File: src/asm_pkg.sv
/*
 Package for the auto-sleep mode controller: register offsets, field
 positions, reset values, rate codes, timing constants and carrier types.
 Assumes a single 40 MHz system clock.
*/
package asm_pkg;

   // Register offsets
   localparam logic [7:0] ASM_ADDR_INACT = 8'h29;
   localparam logic [7:0] ASM_ADDR_CTRL1 = 8'h2A;
   localparam logic [7:0] ASM_ADDR_CTRL2 = 8'h2B;
   // Acceleration data bytes walked by burst reads
   localparam logic [7:0] ASM_ADDR_DATA_FIRST = 8'h01;
   localparam logic [7:0] ASM_ADDR_DATA_LAST = 8'h06;

   // Reset values
   localparam logic [7:0] ASM_INACT_RST = 8'h00;
   localparam logic [7:0] ASM_CTRL1_RST = 8'h00;
   localparam logic [7:0] ASM_CTRL2_RST = 8'h00;

   // Field positions
   localparam int ASM_CTRL1_ACTIVE_BIT = 0;
   localparam int ASM_CTRL2_RST_BIT = 6;
   localparam int ASM_CTRL2_SPARE_BIT = 5;

   // Rate codes of the output rate field
   localparam logic [2:0] ASM_RATE_800 = 3'h0;
   localparam logic [2:0] ASM_RATE_1P56 = 3'h7;
   // Sleep rate codes map onto the top half of the rate codes
   localparam logic ASM_SLEEP_RATE_MSB = 1'h1;

   // Oversampling selector codes
   localparam logic [1:0] ASM_OS_NORMAL = 2'h0;
   localparam logic [1:0] ASM_OS_LNLP = 2'h1;
   localparam logic [1:0] ASM_OS_HIRES = 2'h2;
   localparam logic [1:0] ASM_OS_LP = 2'h3;

   // Timing
   localparam int ASM_CLK_HZ = 40_000_000;
   localparam int ASM_UNIT_MS = 320;
   localparam int ASM_UNIT_CYCLES = ASM_UNIT_MS * (ASM_CLK_HZ / 1000);
   localparam logic [2:0] ASM_BOOT_CYCLES = 3'h4;

   typedef enum logic [1:0] {ASM_STANDBY, ASM_WAKE, ASM_SLEEP} asm_mode_t;

   typedef struct packed {
      logic [1:0] sleep_rate_sel;
      logic [2:0] output_rate_sel;
      logic low_noise_en;
      logic fast_read_en;
      logic active;
   } asm_ctrl1_t;

   typedef struct packed {
      logic selfcheck_en;
      logic soft_reset;
      logic spare;
      logic [1:0] sleep_oversample_sel;
      logic autosleep_en;
      logic [1:0] wake_oversample_sel;
   } asm_ctrl2_t;

   typedef struct packed {
      logic transient_event;
      logic orientation_event;
      logic tap_event;
      logic freefall_motion_event;
   } asm_events_t;

endpackage

File: src/asm_ctrl.sv
/*
 Auto-sleep mode controller: inactivity count and the two system control
 registers, standby/wake/sleep state, effective rate and oversampling.
 Assumes a serial front end on the same clock that presents byte accesses
 on the register port and follows the burst address it is given.
*/
module asm_ctrl
   import asm_pkg::*;
#(
   parameter int UNIT_CYCLES = ASM_UNIT_CYCLES
) (
   input wire logic sys_clk_in,
   input wire logic nrst_in,
   input wire logic [7:0] reg_addr_in,
   input wire logic [7:0] reg_wdata_in,
   input wire logic reg_wr_in,
   input wire logic reg_rd_in,
   input wire asm_events_t events_in,
   input wire asm_events_t fn_int_en_in,
   input wire asm_events_t fn_wake_sel_in,
   input wire logic sleep_wake_int_en_in,
   output logic [7:0] reg_rdata_out,
   output logic [7:0] burst_addr_out,
   output logic serial_reset_out,
   output logic device_reset_out,
   output asm_mode_t mode_out,
   output logic [2:0] eff_rate_out,
   output logic [1:0] eff_oversample_out,
   output logic [10:0] osr_out,
   output logic low_noise_out,
   output logic fast_read_out,
   output logic selfcheck_out,
   output logic sleep_wake_irq_out
);

   if (UNIT_CYCLES < 1 || UNIT_CYCLES > 24'hFFFFFF) begin : g_chk
      $error("UNIT_CYCLES out of range");
   end

   localparam logic [23:0] UNIT_LAST = 24'(UNIT_CYCLES - 1);

   function automatic logic [10:0] osr_of(input logic [2:0] rate,
                                          input logic [1:0] os);
      logic [10:0] r;
      r = 11'h002;
      case (os)
         ASM_OS_NORMAL: begin
            case (rate)
               3'h0: r = 11'h002;
               3'h5: r = 11'h010;
               3'h6: r = 11'h020;
               3'h7: r = 11'h080;
               default: r = 11'h004;
            endcase
         end
         ASM_OS_LNLP: begin
            case (rate)
               3'h0: r = 11'h002;
               3'h6: r = 11'h008;
               3'h7: r = 11'h020;
               default: r = 11'h004;
            endcase
         end
         ASM_OS_HIRES: begin
            // Ratio jumps fourfold below 50 Hz, not a plain doubling
            case (rate)
               3'h5: r = 11'h080;
               3'h6: r = 11'h100;
               3'h7: r = 11'h400;
               default: r = 11'(11'h002 << rate);
            endcase
         end
         ASM_OS_LP: begin
            case (rate)
               3'h6: r = 11'h004;
               3'h7: r = 11'h010;
               default: r = 11'h002;
            endcase
         end
         default: r = 11'h002;
      endcase
      return r;
   endfunction

   function automatic logic [7:0] next_addr(input logic [7:0] a,
                                            input logic fast);
      logic [7:0] n;
      n = a + 8'h01;
      if (fast && a >= ASM_ADDR_DATA_FIRST && a < ASM_ADDR_DATA_LAST &&
          a[0]) begin
         n = a + 8'h02;
      end
      return n;
   endfunction

   logic [7:0] inact_cnt_r, inact_cnt_nxt;
   asm_ctrl1_t ctrl1_r, ctrl1_nxt;
   asm_ctrl2_t ctrl2_r, ctrl2_nxt;
   asm_mode_t mode_r, mode_nxt;
   logic [23:0] unit_cnt_r, unit_cnt_nxt;
   logic half_r, half_nxt;
   logic [7:0] timer_r, timer_nxt;
   logic booting_r, booting_nxt;
   logic [2:0] boot_cnt_r, boot_cnt_nxt;
   logic [7:0] rdata_r, rdata_nxt;
   logic [7:0] burst_r, burst_nxt;
   logic serial_rst_r, serial_rst_nxt;
   logic irq_r, irq_nxt;
   logic [2:0] rate_r, rate_nxt;
   logic [1:0] os_r, os_nxt;
   logic [10:0] osr_r, osr_nxt;
   logic soft_wr, wr_ok, restart, wake_hit, unit_tick, step, expired;

   // only the four function events are inputs at all
   assign restart = |(events_in & fn_int_en_in);
   assign wake_hit = |(events_in & fn_int_en_in & fn_wake_sel_in);
   assign wr_ok = reg_wr_in && !booting_r;
   assign soft_wr = wr_ok && reg_addr_in == ASM_ADDR_CTRL2 &&
                    reg_wdata_in[ASM_CTRL2_RST_BIT];
   assign unit_tick = unit_cnt_r == UNIT_LAST;
   // doubled unit at the slowest wake rate
   assign step = unit_tick &&
                 (ctrl1_r.output_rate_sel != ASM_RATE_1P56 || half_r);
   assign expired = timer_r >= inact_cnt_r;

   always_comb begin
      inact_cnt_nxt = inact_cnt_r;
      ctrl1_nxt = ctrl1_r;
      ctrl2_nxt = ctrl2_r;
      booting_nxt = booting_r;
      boot_cnt_nxt = boot_cnt_r;
      serial_rst_nxt = 1'b0;
      if (booting_r) begin
         boot_cnt_nxt = boot_cnt_r - 3'h1;
         if (boot_cnt_r == 3'h0) begin
            booting_nxt = 1'b0;
            ctrl2_nxt.soft_reset = 1'b0;
         end
      end
      if (soft_wr) begin
         inact_cnt_nxt = ASM_INACT_RST;
         ctrl1_nxt = ASM_CTRL1_RST;
         ctrl2_nxt = ASM_CTRL2_RST;
         ctrl2_nxt.soft_reset = 1'b1;
         booting_nxt = 1'b1;
         boot_cnt_nxt = ASM_BOOT_CYCLES - 3'h1;
         serial_rst_nxt = 1'b1;
      end else if (wr_ok) begin
         case (reg_addr_in)
            ASM_ADDR_INACT: inact_cnt_nxt = reg_wdata_in;
            ASM_ADDR_CTRL1: begin
               if (!ctrl1_r.active) begin
                  ctrl1_nxt = reg_wdata_in;
               end else begin
                  ctrl1_nxt.active = reg_wdata_in[ASM_CTRL1_ACTIVE_BIT];
               end
            end
            ASM_ADDR_CTRL2: begin
               ctrl2_nxt = reg_wdata_in;
               ctrl2_nxt.soft_reset = 1'b0;
               ctrl2_nxt.spare = 1'b0;
            end
            default: ;
         endcase
      end
   end

   always_ff @(posedge sys_clk_in or negedge nrst_in) begin
      if (!nrst_in) begin
         inact_cnt_r <= ASM_INACT_RST;
         ctrl1_r <= ASM_CTRL1_RST;
         ctrl2_r <= ASM_CTRL2_RST;
         booting_r <= 1'b0;
         boot_cnt_r <= 3'h0;
         serial_rst_r <= 1'b0;
      end else begin
         inact_cnt_r <= inact_cnt_nxt;
         ctrl1_r <= ctrl1_nxt;
         ctrl2_r <= ctrl2_nxt;
         booting_r <= booting_nxt;
         boot_cnt_r <= boot_cnt_nxt;
         serial_rst_r <= serial_rst_nxt;
      end
   end

   // Read data and burst address
   always_comb begin
      rdata_nxt = rdata_r;
      burst_nxt = burst_r;
      if (soft_wr) begin
         burst_nxt = 8'h00;
      end else if (reg_rd_in) begin
         burst_nxt = next_addr(reg_addr_in, ctrl1_r.fast_read_en);
         case (reg_addr_in)
            ASM_ADDR_INACT: rdata_nxt = inact_cnt_r;
            ASM_ADDR_CTRL1: rdata_nxt = ctrl1_r;
            ASM_ADDR_CTRL2: rdata_nxt = ctrl2_r & 8'hBF;
            default: rdata_nxt = 8'h00;
         endcase
      end
   end

   always_ff @(posedge sys_clk_in or negedge nrst_in) begin
      if (!nrst_in) begin
         rdata_r <= 8'h00;
         burst_r <= 8'h00;
      end else begin
         rdata_r <= rdata_nxt;
         burst_r <= burst_nxt;
      end
   end

   // Mode state and inactivity timer
   always_comb begin
      mode_nxt = mode_r;
      unit_cnt_nxt = unit_tick ? 24'h000000 : unit_cnt_r + 24'h000001;
      half_nxt = unit_tick ? !half_r : half_r;
      timer_nxt = (step && timer_r != 8'hFF) ? timer_r + 8'h01 : timer_r;
      irq_nxt = 1'b0;
      case (mode_r)
         ASM_STANDBY: begin
            if (ctrl1_r.active) begin
               mode_nxt = ASM_WAKE;
            end
         end
         ASM_WAKE: begin
            if (!ctrl1_r.active) begin
               mode_nxt = ASM_STANDBY;
            end else if (ctrl2_r.autosleep_en && expired && !restart) begin
               mode_nxt = ASM_SLEEP;
            end
         end
         ASM_SLEEP: begin
            if (!ctrl1_r.active) begin
               mode_nxt = ASM_STANDBY;
            end else if (!ctrl2_r.autosleep_en) begin
               mode_nxt = ASM_WAKE;
            end else if (wake_hit) begin
               mode_nxt = ASM_WAKE;
            end
         end
         default: mode_nxt = ASM_STANDBY;
      endcase
      // restart and fresh start on entering wake
      if (mode_r != ASM_WAKE || restart || mode_nxt != ASM_WAKE) begin
         unit_cnt_nxt = 24'h000000;
         half_nxt = 1'b0;
         timer_nxt = 8'h00;
      end
      if (soft_wr) begin
         mode_nxt = ASM_STANDBY;
      end
      if (sleep_wake_int_en_in &&
          ((mode_r == ASM_WAKE && mode_nxt == ASM_SLEEP) ||
           (mode_r == ASM_SLEEP && mode_nxt == ASM_WAKE))) begin
         irq_nxt = 1'b1;
      end
      if (mode_r == ASM_SLEEP) begin
         rate_nxt = {ASM_SLEEP_RATE_MSB, ctrl1_r.sleep_rate_sel};
         os_nxt = ctrl2_r.sleep_oversample_sel;
      end else begin
         rate_nxt = ctrl1_r.output_rate_sel;
         os_nxt = ctrl2_r.wake_oversample_sel;
      end
      osr_nxt = osr_of(rate_nxt, os_nxt);
   end

   always_ff @(posedge sys_clk_in or negedge nrst_in) begin
      if (!nrst_in) begin
         mode_r <= ASM_STANDBY;
         unit_cnt_r <= 24'h000000;
         half_r <= 1'b0;
         timer_r <= 8'h00;
         irq_r <= 1'b0;
         rate_r <= ASM_RATE_800;
         os_r <= ASM_OS_NORMAL;
         osr_r <= 11'h002;
      end else begin
         mode_r <= mode_nxt;
         unit_cnt_r <= unit_cnt_nxt;
         half_r <= half_nxt;
         timer_r <= timer_nxt;
         irq_r <= irq_nxt;
         rate_r <= rate_nxt;
         os_r <= os_nxt;
         osr_r <= osr_nxt;
      end
   end

   assign reg_rdata_out = rdata_r;
   assign burst_addr_out = burst_r;
   assign serial_reset_out = serial_rst_r;
   // Device reset spans the whole boot
   assign device_reset_out = booting_r;
   assign mode_out = mode_r;
   assign eff_rate_out = rate_r;
   assign eff_oversample_out = os_r;
   assign osr_out = osr_r;
   // range limit to 4 g is the sensing path's job
   assign low_noise_out = ctrl1_r.low_noise_en;
   assign fast_read_out = ctrl1_r.fast_read_en;
   assign selfcheck_out = ctrl2_r.selfcheck_en;
   assign sleep_wake_irq_out = irq_r;
endmodule

File: config.mk
export PLATFORM = sky130hd
export DESIGN_NAME = asm_ctrl
export DESIGN_NICKNAME = d
export VERILOG_FILES = /design/src/asm_pkg.sv /design/src/asm_ctrl.sv
export SDC_FILE = /design/constraint.sdc
export NUM_CORES = 1
export LEC_CHECK = 0
export ABC_AREA = 1
export BUFFER_PORTS_ARGS = -buffer_cell sky130_fd_sc_hd__buf_4
export CORE_MARGIN = 2
export CORE_UTILIZATION = 45
export CTS_CLUSTER_DIAMETER = 50
export DETAILED_ROUTE_END_ITERATION = 10
export GPL_TIMING_DRIVEN = 0
export HOLD_SLACK_MARGIN = 0.03
export PLACE_DENSITY = 0.65
export SLEW_MARGIN = 30
export SYNTH_ARGS = -nofsm -noshare
export SYNTH_HDL_FRONTEND = slang
export SYNTH_SLANG_ARGS = --single-unit
File: constraint.sdc
create_clock -name sys_clk_in -period 5.3 [get_ports sys_clk_in]
set_input_delay 1.59 -clock sys_clk_in [delete_from_list [all_inputs] [get_ports sys_clk_in]]
set_output_delay 1.59 -clock sys_clk_in [all_outputs]
set_load 0.02 [all_outputs]
== Yosys cells after proc, flatten, opt, wreduce, memory -nomap -nowiden ==
Cells that the tools add are included.

* Bits in registers: 97
* Bits of input ports: 33
* Output and inout port bits: 40
* Word-level logic and storage cells: 139

* Add/sub/neg operators: 5
* $lt $le $gt $ge: 3
* Eq/ne operators: 19
* Shift-type cells: 1
* Mux-type cells: 44
* Bitwise gates (word level): 3
* Reduce and logical (&&, ||, !) cells: 39

{| class="wikitable"
|+ Operators by type and width
! operator !! number
|-
| 2-to-1 mux 8 bit || 14
|-
| 2-to-1 mux 24 bit || 2
|-
| case mux 11 bit (4 select lines) || 1
|-
| case mux 11 bit (3 select lines) || 1
|-
| case mux 8 bit (4 select lines) || 1
|-
| adder 24 x 1 -> 24 bit, second input constant || 1
|-
| == test 24 bit, second input constant || 1
|-
| == test 8 x 6 -> 1 bit, second input constant || 3
|-
| case mux 8 bit (3 select lines) || 1
|-
| case mux 6 bit (3 select lines) || 1
|-
| adder 8 x 1 -> 8 bit, second input constant || 2
|-
| 2-to-1 mux 2 bit || 8
|-
| nonzero test 2 bit || 8
|-
| logical AND 1 bit || 13
|-
| left shift 2 x 3 -> 11 bit, first input constant || 1
|-
| case mux 5 bit (2 select lines) || 1
|-
| == test 3 bit, second input constant || 3
|-
| 2-to-1 mux 1 bit || 9
|-
| 2-to-1 mux 3 bit || 3
|-
| adder 8 x 2 -> 8 bit, second input constant || 1
|-
| AND 4 bit || 2
|-
| == test 2 bit, second input constant || 4
|-
| >= comparator 8 x 1 -> 1 bit, second input constant || 1
|-
| >= comparator 8 bit || 1
|-
| other kinds (16) || 31
|}

== Logic depth before layout (Yosys ltp) ==
Gate-level depths: netlist (run 1).

* Word-level depth: 13
* Mapped depth: 15
* Gate-level depth less buffers: 14

== Worst setup path after synthesis (run 1) ==
OpenSTA, ideal clock, no wires.

* Path type: input to register
* From: input port reg_addr_in[0]
* To: register ctrl1_r (netlist bit fast_read_out)
* Library setup time: 0.120 ns
* Arrival time: 2.697 ns
* Data required time: 5.180 ns
* Setup slack: 2.483 ns
* Cell stages on the path: 9
* Buffers on the path: 1
* Path through: ha_1 > inv_1 > nor3_4 > nand3_4 > nand2_1 > inv_2 > buf_6 > nand2_1 > o21ai_2

* Word-level cells in the longest chain between the ends: 5
* Elaborated cells between the ends (all ways): 9
* Classes of those cells: 3 x eq/ne; 1 x mux; 5 x reduce/logical

{| class="wikitable"
|+ RTL lines
! what !! line !! text
|-
| start: declaration || asm_ctrl.sv:14 || <nowiki>input wire logic [7:0] reg_addr_in,</nowiki>
|-
| == test 8 x 6 -> 1 bit || asm_ctrl.sv:118 || <nowiki>assign soft_wr = wr_ok && reg_addr_in == ASM_ADDR_CTRL2 &&</nowiki>
|-
| logical AND 1 bit (2 in a row) || asm_ctrl.sv:118 ||
|-
| != test 2 x 1 -> 1 bit (no source line) or nonzero test 2 bit (tied branches) || n/a ||
|-
| AND reduction 3 bit (no source line) || n/a ||
|-
| end signal: assignment || asm_ctrl.sv:178 || <nowiki>ctrl1_r <= ctrl1_nxt;</nowiki>
|-
| end: declaration || asm_ctrl.sv:97 || <nowiki>asm_ctrl1_t ctrl1_r, ctrl1_nxt;</nowiki>
|}

Parallel ways exist; a longest one is shown, timed or not.
A chain may end at the register's enable or synchronous reset.

== Worst setup path in the final report (run 1) ==
* From: input port reg_addr_in[1]
* To: register inact_cnt_r[5]

* Word-level cells in the longest chain between the ends: 5
* Elaborated cells between the ends (all ways): 8
* Classes of those cells: 2 x eq/ne; 1 x mux; 5 x reduce/logical

{| class="wikitable"
|+ RTL lines
! what !! line !! text
|-
| == test 8 x 6 -> 1 bit || asm_ctrl.sv:118 ||
|-
| logical AND 1 bit (2 in a row) || asm_ctrl.sv:118 ||
|-
| nonzero test 2 bit (no source line) || n/a ||
|-
| AND reduction 2 bit (no source line) || n/a ||
|-
| end signal: assignment || asm_ctrl.sv:177 || <nowiki>inact_cnt_r <= inact_cnt_nxt;</nowiki>
|-
| end: declaration || asm_ctrl.sv:96 || <nowiki>logic [7:0] inact_cnt_r, inact_cnt_nxt;</nowiki>
|}

Parallel ways exist; a longest one is shown, timed or not.

==> results.md, run 1 <==
* HP Start: reg_rdata_out[7]
* Synth top area cells: dfrtp_1 45%, nand2_1 12%, inv_1 5.9%
* Actual slew at the worst max-slew pin at 766.5 ps
* Seq/Total Area, Yosys at 45.39%
* Die footprint at 12,270 sq um
* Slowest-stage cell, CP: nor3_2
* Count leader, synth: nand2_1
* Fin. max-slew vios at 0
* Worst vdd ir at 0.0001914 V
* Vias in the first global route at 4,382
* HP Class: reg2reg
* Crit path cell chain: buf_4 > inv_1 > ha_1 > inv_1 > nor3_2 > nand2_1 > nand2_2 > inv_2 > buf_6 > nand2_1 > o21ai_2
* Port bufs at 70
* Main flop type after synthesis: dfrtp_1
* Synth Warn # at 0
* Post-layout min period at 2870 ps
* Core area at 10,980 sq um
* # Post-CTS Setup Buffers at 0
* Hold_ws at 494.6 ps
* Setup tns final at 0 ps
* Largest incremental delay on the critical path at 510 ps
* FF/Latch Area at 2328 sq um
* Rel. slew slack at 48.90%
* Worst skew pair latency at 350 ps
* Worst-path clk slew at 60 ps
* Switching power total at 0.3948 mW
* Setup crit start: reg_addr_in[1]
* Critical Path RT at 5540 ps
* CP endpoint kind: flip-flop
* Hold Crit Endpoint: reg_rdata_out[7]
* Final worst-path cycle share at 54.16%
* Gr usage total at 20.62%
* Post-cts resize count at 0
* Layout area overhead at 19.85%
* Critical path fanouts, max at 10
* Combinational share of power at 11.4%
* Cell count of the worst hold path at 2
* CTS tree: done
* First-pass GRT wire length at 20.76 mm
* RR Startpoint: timer_r[3]
* End of the worst register-to-register path: unit_cnt_r[22]
* Starting DRT DRC Count at 272
* Initial Util at 46.71%
* DRC Markers at 0
* Max_cap viols at 0
* CTS Sinks at 93
* Layout cells sized above 1 at 19.09%
* Internal at 1.229 mW
* Num rows at 38
* Initial antenna violation count at 0
* Post-synthesis cell count at 635
* Reg2reg setup slack at 3240 ps
* Clock network fraction of design power at 41.7%
* Area of the multi-input gates at 2405 sq um
* Synth top cells by count: 162 x nand2_1, 92 x dfrtp_1, 81 x inv_1
* Type of the worst setup path: in2reg
* Leak pwr at 2.975 nW
* Synthesized area at 5130 sq um
* Flops & latches, synth at 93
* Status: finished clean
* Synth area leader: dfrtp_1
* Post-synth EDFFs at 0
* FMAX at 348.4 MHz
* Critical Path Source Type: primary input
* Switching Share at 24.31%
* Die Width at 110.8 um
* Final Wtd Congestion at 0.8900
* Worst EP arrival at 3110 ps
* Hold_buf cts at 0
* Number of buffers created by CTS at 9
* Post-synth ARST share at 100.0%
* Post-DRT Antenna Nets at 0
* Worst R2R Path Depth at 13
* Synthesized area per cell at 8.079 sq um
* Drt wl/cell at 13.75 um
* Area fraction of the dominant cell type after synthesis at 44.88%
* Final HPWL DP at 8.883 mm
* H-tree depth at 3
* Nets at 768
* Ant. Diodes at 0
* Fin. Hold Viols at 0
* Clock tree buffer depth at 2
* DRT Wirelength at 11.87 mm
* Final setup violation count at 0
* RSZ-0062 raised after global routing: false
* Top Ports at 73
* Fill cell count at 1,037
* Power density over the cells at 264.1 nW/um^2
* DIE HEIGHT at 110.8 um
* DRT Pass-1 Iters at 5
* Vias per inst at 5.109
* Global route overflow at 0
* Root buf cell: clkbuf_16
* Post-synthesis cell type count at 45
* Sequential Power Share at 46.9%
* Clock Skew at 7.830 ps
* Pin count of the biggest net entering global routing at 94
* Vias at 4,409
## critical path, delay by kind of cell
kind            cells  cell delay, ps
compound gates      1              50
fa+ha+maj           1             140
buf+inv             5             500
simple gates        4             820
## stage by stage
step,utilization [%],area (sq um),setup slack (ps),cells,power [mW]
6_report,55.98,6148,2430,863,1.624
5_1_grt,55.98,6148,2296,863,1.702
4_1_cts,55.96,6146,2445,863,1.642
3_5_place_dp,53.19,5842,2081,847,0.9598
3_3_place_gp,53.16,5838,2082,847,0.9521
2_1_floorplan,-,5137,2483,637,0.8754
## registers in the layout, indices dropped and copies added (netlist names), 2 cells and up
register,flops
reg_rdata_out,8
timer_r,8
burst_addr_out,8
eff_oversample_out,2
inact_cnt_r,8
unit_cnt_r,24
ctrl1_r,6
mode_out,2
boot_cnt_r,3
osr_out,9
eff_rate_out,3
ctrl2_r,5
## how the worst max path moves through the flow
stage / slack (ps) / end
final: 2430 / inact_cnt_r[5]
after global routing: 2300 / inact_cnt_r[6]
after CTS: 2450 / inact_cnt_r[5]
after detailed placement: 2080 / inact_cnt_r[5]
after global placement: 2080 / inact_cnt_r[5]
after floorplan: 2480 / fast_read_out
## power by group through the flow
stage                     combinational [mW]  clock [mW]  sequential, mW
after floorplan                       0.0883           0           0.787
after global placement                 0.179           0           0.773
after detailed placement               0.186           0           0.774
after CTS                              0.187       0.693           0.761
after global routing                   0.210       0.727           0.765
final                                  0.185       0.678           0.762
## cell families after synthesis
family | Yosys count | synth area share (%)
AO/OA/AOI/OAI | 82 | 10.24
XOR/XNOR | 17 | 2.902
adder cells (fa/ha/maj) | 17 | 4.146
buffers and inverters | 96 | 7.878
flip-flops | 93 | 45.39
other | 1 | 0.07310
AND/OR/NAND/NOR | 329 | 29.37
## per-layer routing
| metal | global-route usage [%] | vias up | routed length, um |
|---|---|---|---|
| met2 | 32.23 | 110 | 5491 |
| met3 | 4.265 | 16 | 577 |
| li1 | - | 2213 | - |
| met1 | 28.53 | 2070 | 5578 |
| met5 | 0 | - | 0 |
| met4 | 7.333 | 0 | 219 |
## cell usage in the layout, fill, tap and decap left out, types with 3 or more instances in the layout
| master | count |
|---|---|
| a21oi_1 | 20 |
| a31oi_1 | 3 |
| buf_2 | 5 |
| buf_4 | 71 |
| buf_6 | 4 |
| clkbuf_1 | 5 |
| clkbuf_16 | 9 |
| conb_1 | 3 |
| dfrtp_1 | 92 |
| ha_1 | 17 |
| inv_1 | 81 |
| inv_2 | 4 |
| nand2_1 | 162 |
| nand2_2 | 4 |
| nand3_1 | 47 |
| nand4_1 | 10 |
| nor2_1 | 66 |
| nor2_2 | 3 |
| nor2_4 | 4 |
| nor3_1 | 13 |
| nor3b_1 | 4 |
| nor4_1 | 3 |
| o211ai_1 | 3 |
| o21ai_0 | 23 |
| o21ai_1 | 3 |
| o21ai_2 | 18 |
| o21bai_1 | 4 |
| or2_2 | 3 |
| xnor2_1 | 4 |
| xor2_1 | 13 |
## cell type report
cell class / instances / share of cell area (%)
multi-input combinational: 448 / 39.11
sequential: 93 / 37.87
timing repair buffer: 70 / 8.649
buffer: 11 / 1.384
tap: 140 / 2.849
clock inverter: 2 / 0.9768
inverter: 85 / 5.189
clock buffer: 14 / 3.968
No activity file was read; power rests on OpenSTA's default activity.
==> run 2: changes to the inputs <==
--- a/config.mk
+++ b/config.mk
@@ -5,7 +5,7 @@
 export SDC_FILE = /design/constraint.sdc
 export NUM_CORES = 1
 export LEC_CHECK = 0
-export ABC_AREA = 1
+export ABC_AREA = 0
 export BUFFER_PORTS_ARGS = -buffer_cell sky130_fd_sc_hd__buf_4
 export CORE_MARGIN = 2
 export CORE_UTILIZATION = 45
@@ -13,7 +13,7 @@
 export DETAILED_ROUTE_END_ITERATION = 10
 export GPL_TIMING_DRIVEN = 0
 export HOLD_SLACK_MARGIN = 0.03
-export PLACE_DENSITY = 0.65
+export PLACE_DENSITY = 0.68
 export SLEW_MARGIN = 30
 export SYNTH_ARGS = -nofsm -noshare
 export SYNTH_HDL_FRONTEND = slang
==> constraint.sdc (replaced) <==
create_clock -name sys_clk_in -period 2.4 [get_ports sys_clk_in]
set_input_delay 0.72 -clock sys_clk_in [delete_from_list [all_inputs] [get_ports sys_clk_in]]
set_output_delay 0.72 -clock sys_clk_in [all_outputs]
set_load 0.02 [all_outputs]
==> results.md, run 2 <==
* Status: finished clean
* Clock network fraction of design power at 37.8% (-3.9 points)
* Fill cell count at 934 (-9.9%)
* Synthesized area per cell at 9.500 sq um (+18%)
* GR Util met1 at 28.29% (-0.23 points)
* Max_cap viols at 0 (unchanged)
* FMAX at 440.2 MHz
* Power, Total at 3.199 mW (+97%)
* Die Width at 106.5 um (-3.8%)
* FF/Latch Area at 2330 sq um (about the same)
* Critical Path Source Type: flip-flop
* Reg with most FFs: unit_cnt_r
* Gr usage total at 19.56% (-1.1 points)
* DRT Pass-1 Iters at 4 (-1)
* Synth top cells by count: 92 x dfrtp_1, 56 x nand2_1, 49 x nor2_1
* Most common cell after layout, fill and taps aside: dfrtp_1
* Worst skew pair latency at 370 ps (+20 ps)
* Die footprint at 11,350 sq um (-7.5%)
* Final Wtd Congestion at 0.8844 (-0.63%)
* Worst-path clk slew at 100 ps (+40 ps)
* RSZ-0062 raised after global routing: false
* Fin util at 55.56% (-0.42 points)
* Main combinational cell family by area after synthesis: simple AND/OR/NAND/NOR gates
* Switching power total at 0.8316 mW (+110%)
* Starting DRT DRC Count at 190 (-30%)
* Sequential Power Share at 52.0% (+5.1 points)
* Switching Share at 25.99% (+1.7 points)
* Synth Area in Compound Gates at 11.66% (+1.4 points)
* Max reg flops at 24 (unchanged)
* Type of the worst setup path: reg2reg
* Top Ports at 73 (unchanged)
* Synth area leader: dfrtp_1
* Area share of and/or/nand/nor cells after synthesis at 22.32% (-7.0 points)
* Drt wl/cell at 14.57 um (+5.9%)
* Synth top area cells: dfrtp_1 49%, ha_1 4.5%, nand2_1 4.4%
* Layout area overhead at 20.71%
* Post-synthesis cell count at 498 (-22%)
* Internal at 2.368 mW (+93%)
* Clock Skew at 10.66 ps (+2.826 ps)
* Mux contribution to synthesized area at 1.270% (+1.3 points)
* Pin count of the biggest net entering global routing at 94 (unchanged)
* Post-route cell area at 5710 sq um (-7.1%)
* Seq/Total Area, Yosys at 49.22% (+3.8 points)
* Post-synthesis cell type count at 55 (+22%)
* Met3 GRT Util at 3.679% (-0.59 points)
* Vias per inst at 5.353 (+4.8%)
* Placed cell area at 5430 sq um (-7.0%)
* Count leader, synth: dfrtp_1
* HP Class: in2async
* Synthesized area at 4731 sq um (-7.8%)
* Rel. slew slack at 35.86% (-13 points)
* Fin. max-slew vios at 0 (unchanged)
* Final setup violation count at 0 (unchanged)
* Ant. Diodes at 0 (unchanged)
* CTS tree: done
* Actual slew at the worst max-slew pin at 953.3 ps (+186.8 ps)
* Critical Path RT at 2700 ps (-2840 ps)
* Setup tns final at 0 ps (unchanged)
* Post-synth ARST share at 100.0% (unchanged)
* CTS Sinks at 93 (unchanged)
* Nets at 631 (-18%)
* Most frequent cells in the layout: 91 x dfrtp_1, 72 x buf_4, 56 x nand2_1
* Root buf cell: clkbuf_8
* Final HPWL DP at 7.552 mm (-15%)
* Post-DRT Antenna Nets at 0 (unchanged)
* Final worst-path cycle share at 94.66%
* Flops & latches, synth at 93 (unchanged)
* First-pass GRT wire length at 17.82 mm (-14%)
* Synth Area in Adders at 4.496% (+0.35 points)
* Layout cells sized above 1 at 18.77% (-0.32 points)
* Core area at 10,280 sq um (-6.4%)
* Port bufs at 69 (-1.4%)
* CP endpoint kind: flip-flop
* Power density over the cells at 560.3 nW/um^2 (+110%)
* Main flop type after synthesis: dfrtp_1
* Num rows at 37 (-2.6%)
* Initial antenna violation count at 0 (unchanged)
* Worst vdd ir at 0.0002664 V (+39%)
* Post-synth EDFFs at 0 (unchanged)
* DRC Markers at 0 (unchanged)
* Combinational share of power at 10.3% (-1.1 points)
* Initial Util at 46.03% (-0.68 points)
* DRT Wirelength at 10.52 mm (-11%)
* Vias at 3,865 (-12%)
* Vias in the first global route at 3,774 (-14%)
* Global route overflow at 0 (unchanged)
* Met2 global-route usage at 29.95% (-2.3 points)
* Area fraction of the dominant cell type after synthesis at 48.66% (+3.8 points)
* Hold_ws at 393.5 ps (-101.1 ps)
* Busiest grt layer: met2
* Post-layout min period at 2272 ps
* XOR/XNOR Fraction of Synth Area at 7.220% (+4.3 points)
* Area of the multi-input gates at 2267 sq um (-5.7%)
* Leak pwr at 2.578 nW (-13%)
* Fin. Hold Viols at 0 (unchanged)
* Clock tree buffer depth at 2 (unchanged)
* Critical path fanouts, max at 8 (-2)
* Number of buffers created by CTS at 9 (unchanged)
* Worst EP arrival at 2570 ps (-540 ps)
* DIE HEIGHT at 106.5 um (-3.8%)
* Synth Warn # at 0 (unchanged)
* H-tree depth at 3 (unchanged)
-- run 2: changes by cell type in the layout (fill, tap and decap cells not counted), sizes merged, moves of 9 or more --
cell / delta
xnor2: +14
inv: -60
nor2: -24
clkbuf: +10
o21ai: -18
nand2: -111
nand2b: +9
a22oi: +10
nand3: -15
and3: +10
-- run 2: timing repair --
| action | in CTS | in global routing |
|---|---|---|
| cloned | 0 | 0 |
| gates resized for setup | 3 | 11 |
| hold buffers | 0 | 0 |
| setup buffers | 1 | 1 |
| setup endpoints to repair | 32 | 37 |
| endpoints found under the hold margin | 0 | 0 |
| pin swaps | 2 | 1 |
-- run 2: worst max-delay path: stages, from the launching register on --
cell     delay, ps
dfrtp_1        440
ha_4           190
nand2_1         90
or4_4          420
buf_6          150
or2_4          270
or4_1          500
a21oi_1        150
-- run 2: final cells by class --
type	count	share of cell area, %
clock inverter	7	1.840
clock buffer	9	2.169
timing repair buffer	71	9.400
multi-input combinational	364	39.70
tap	136	2.980
sequential	93	40.80
buffer	21	1.731
inverter	21	1.380
-- run 2: final timing paths --
check / startpoint / to / slack [ps] / cells after the start
max: unit_cnt_r[1] / timer_r[5] / 130 / 7
min: nrst_in / eff_rate_out[2] / 390 / 1
max reg2reg: unit_cnt_r[1] / timer_r[5] / 130 / 7
min reg2reg: reg_rdata_out[6] / reg_rdata_out[6] / 520 / 2
max in group asynchronous: nrst_in / unit_cnt_r[0] / 1380 / 1
min in group sys_clk_in: reg_rdata_out[6] / reg_rdata_out[6] / 520 / 2
-- run 2: layer usage --
layer	up-vias	share of wire, %
li1	1903	-
met5	-	0
met2	103	45
met4	0	1.2
met3	9	5.5
met1	1850	48
-- run 2: logic make-up after synthesis --
| group | after synthesis |
|---|---|
| other | 1 |
| xor gates and xnor gates | 39 |
| AOI/OAI and AO/OA | 86 |
| adders and majority gates | 17 |
| DFF | 93 |
| muxes | 6 |
| and+or+nand+nor | 213 |
| buffers and inverters | 43 |
-- run 2: power groups by stage --
stage | clock network (mW) | logic [mW] | registers [mW]
2_1_floorplan | 0 | 0.142 | 1.72
3_3_place_gp | 0 | 0.322 | 1.69
3_5_place_dp | 0 | 0.329 | 1.69
4_1_cts | 1.23 | 0.331 | 1.66
5_1_grt | 1.30 | 0.369 | 1.67
6_report | 1.21 | 0.329 | 1.66
-- run 2: through the flow --
| step | worst slack [ps] | std cells |
|---|---|---|
| 2_1_floorplan | 54.89 | 500 |
| 3_3_place_gp | -626.7 | 705 |
| 3_5_place_dp | -642.8 | 705 |
| 4_1_cts | 2.162 | 722 |
| 5_1_grt | 1.944 | 722 |
| 6_report | 128.2 | 722 |
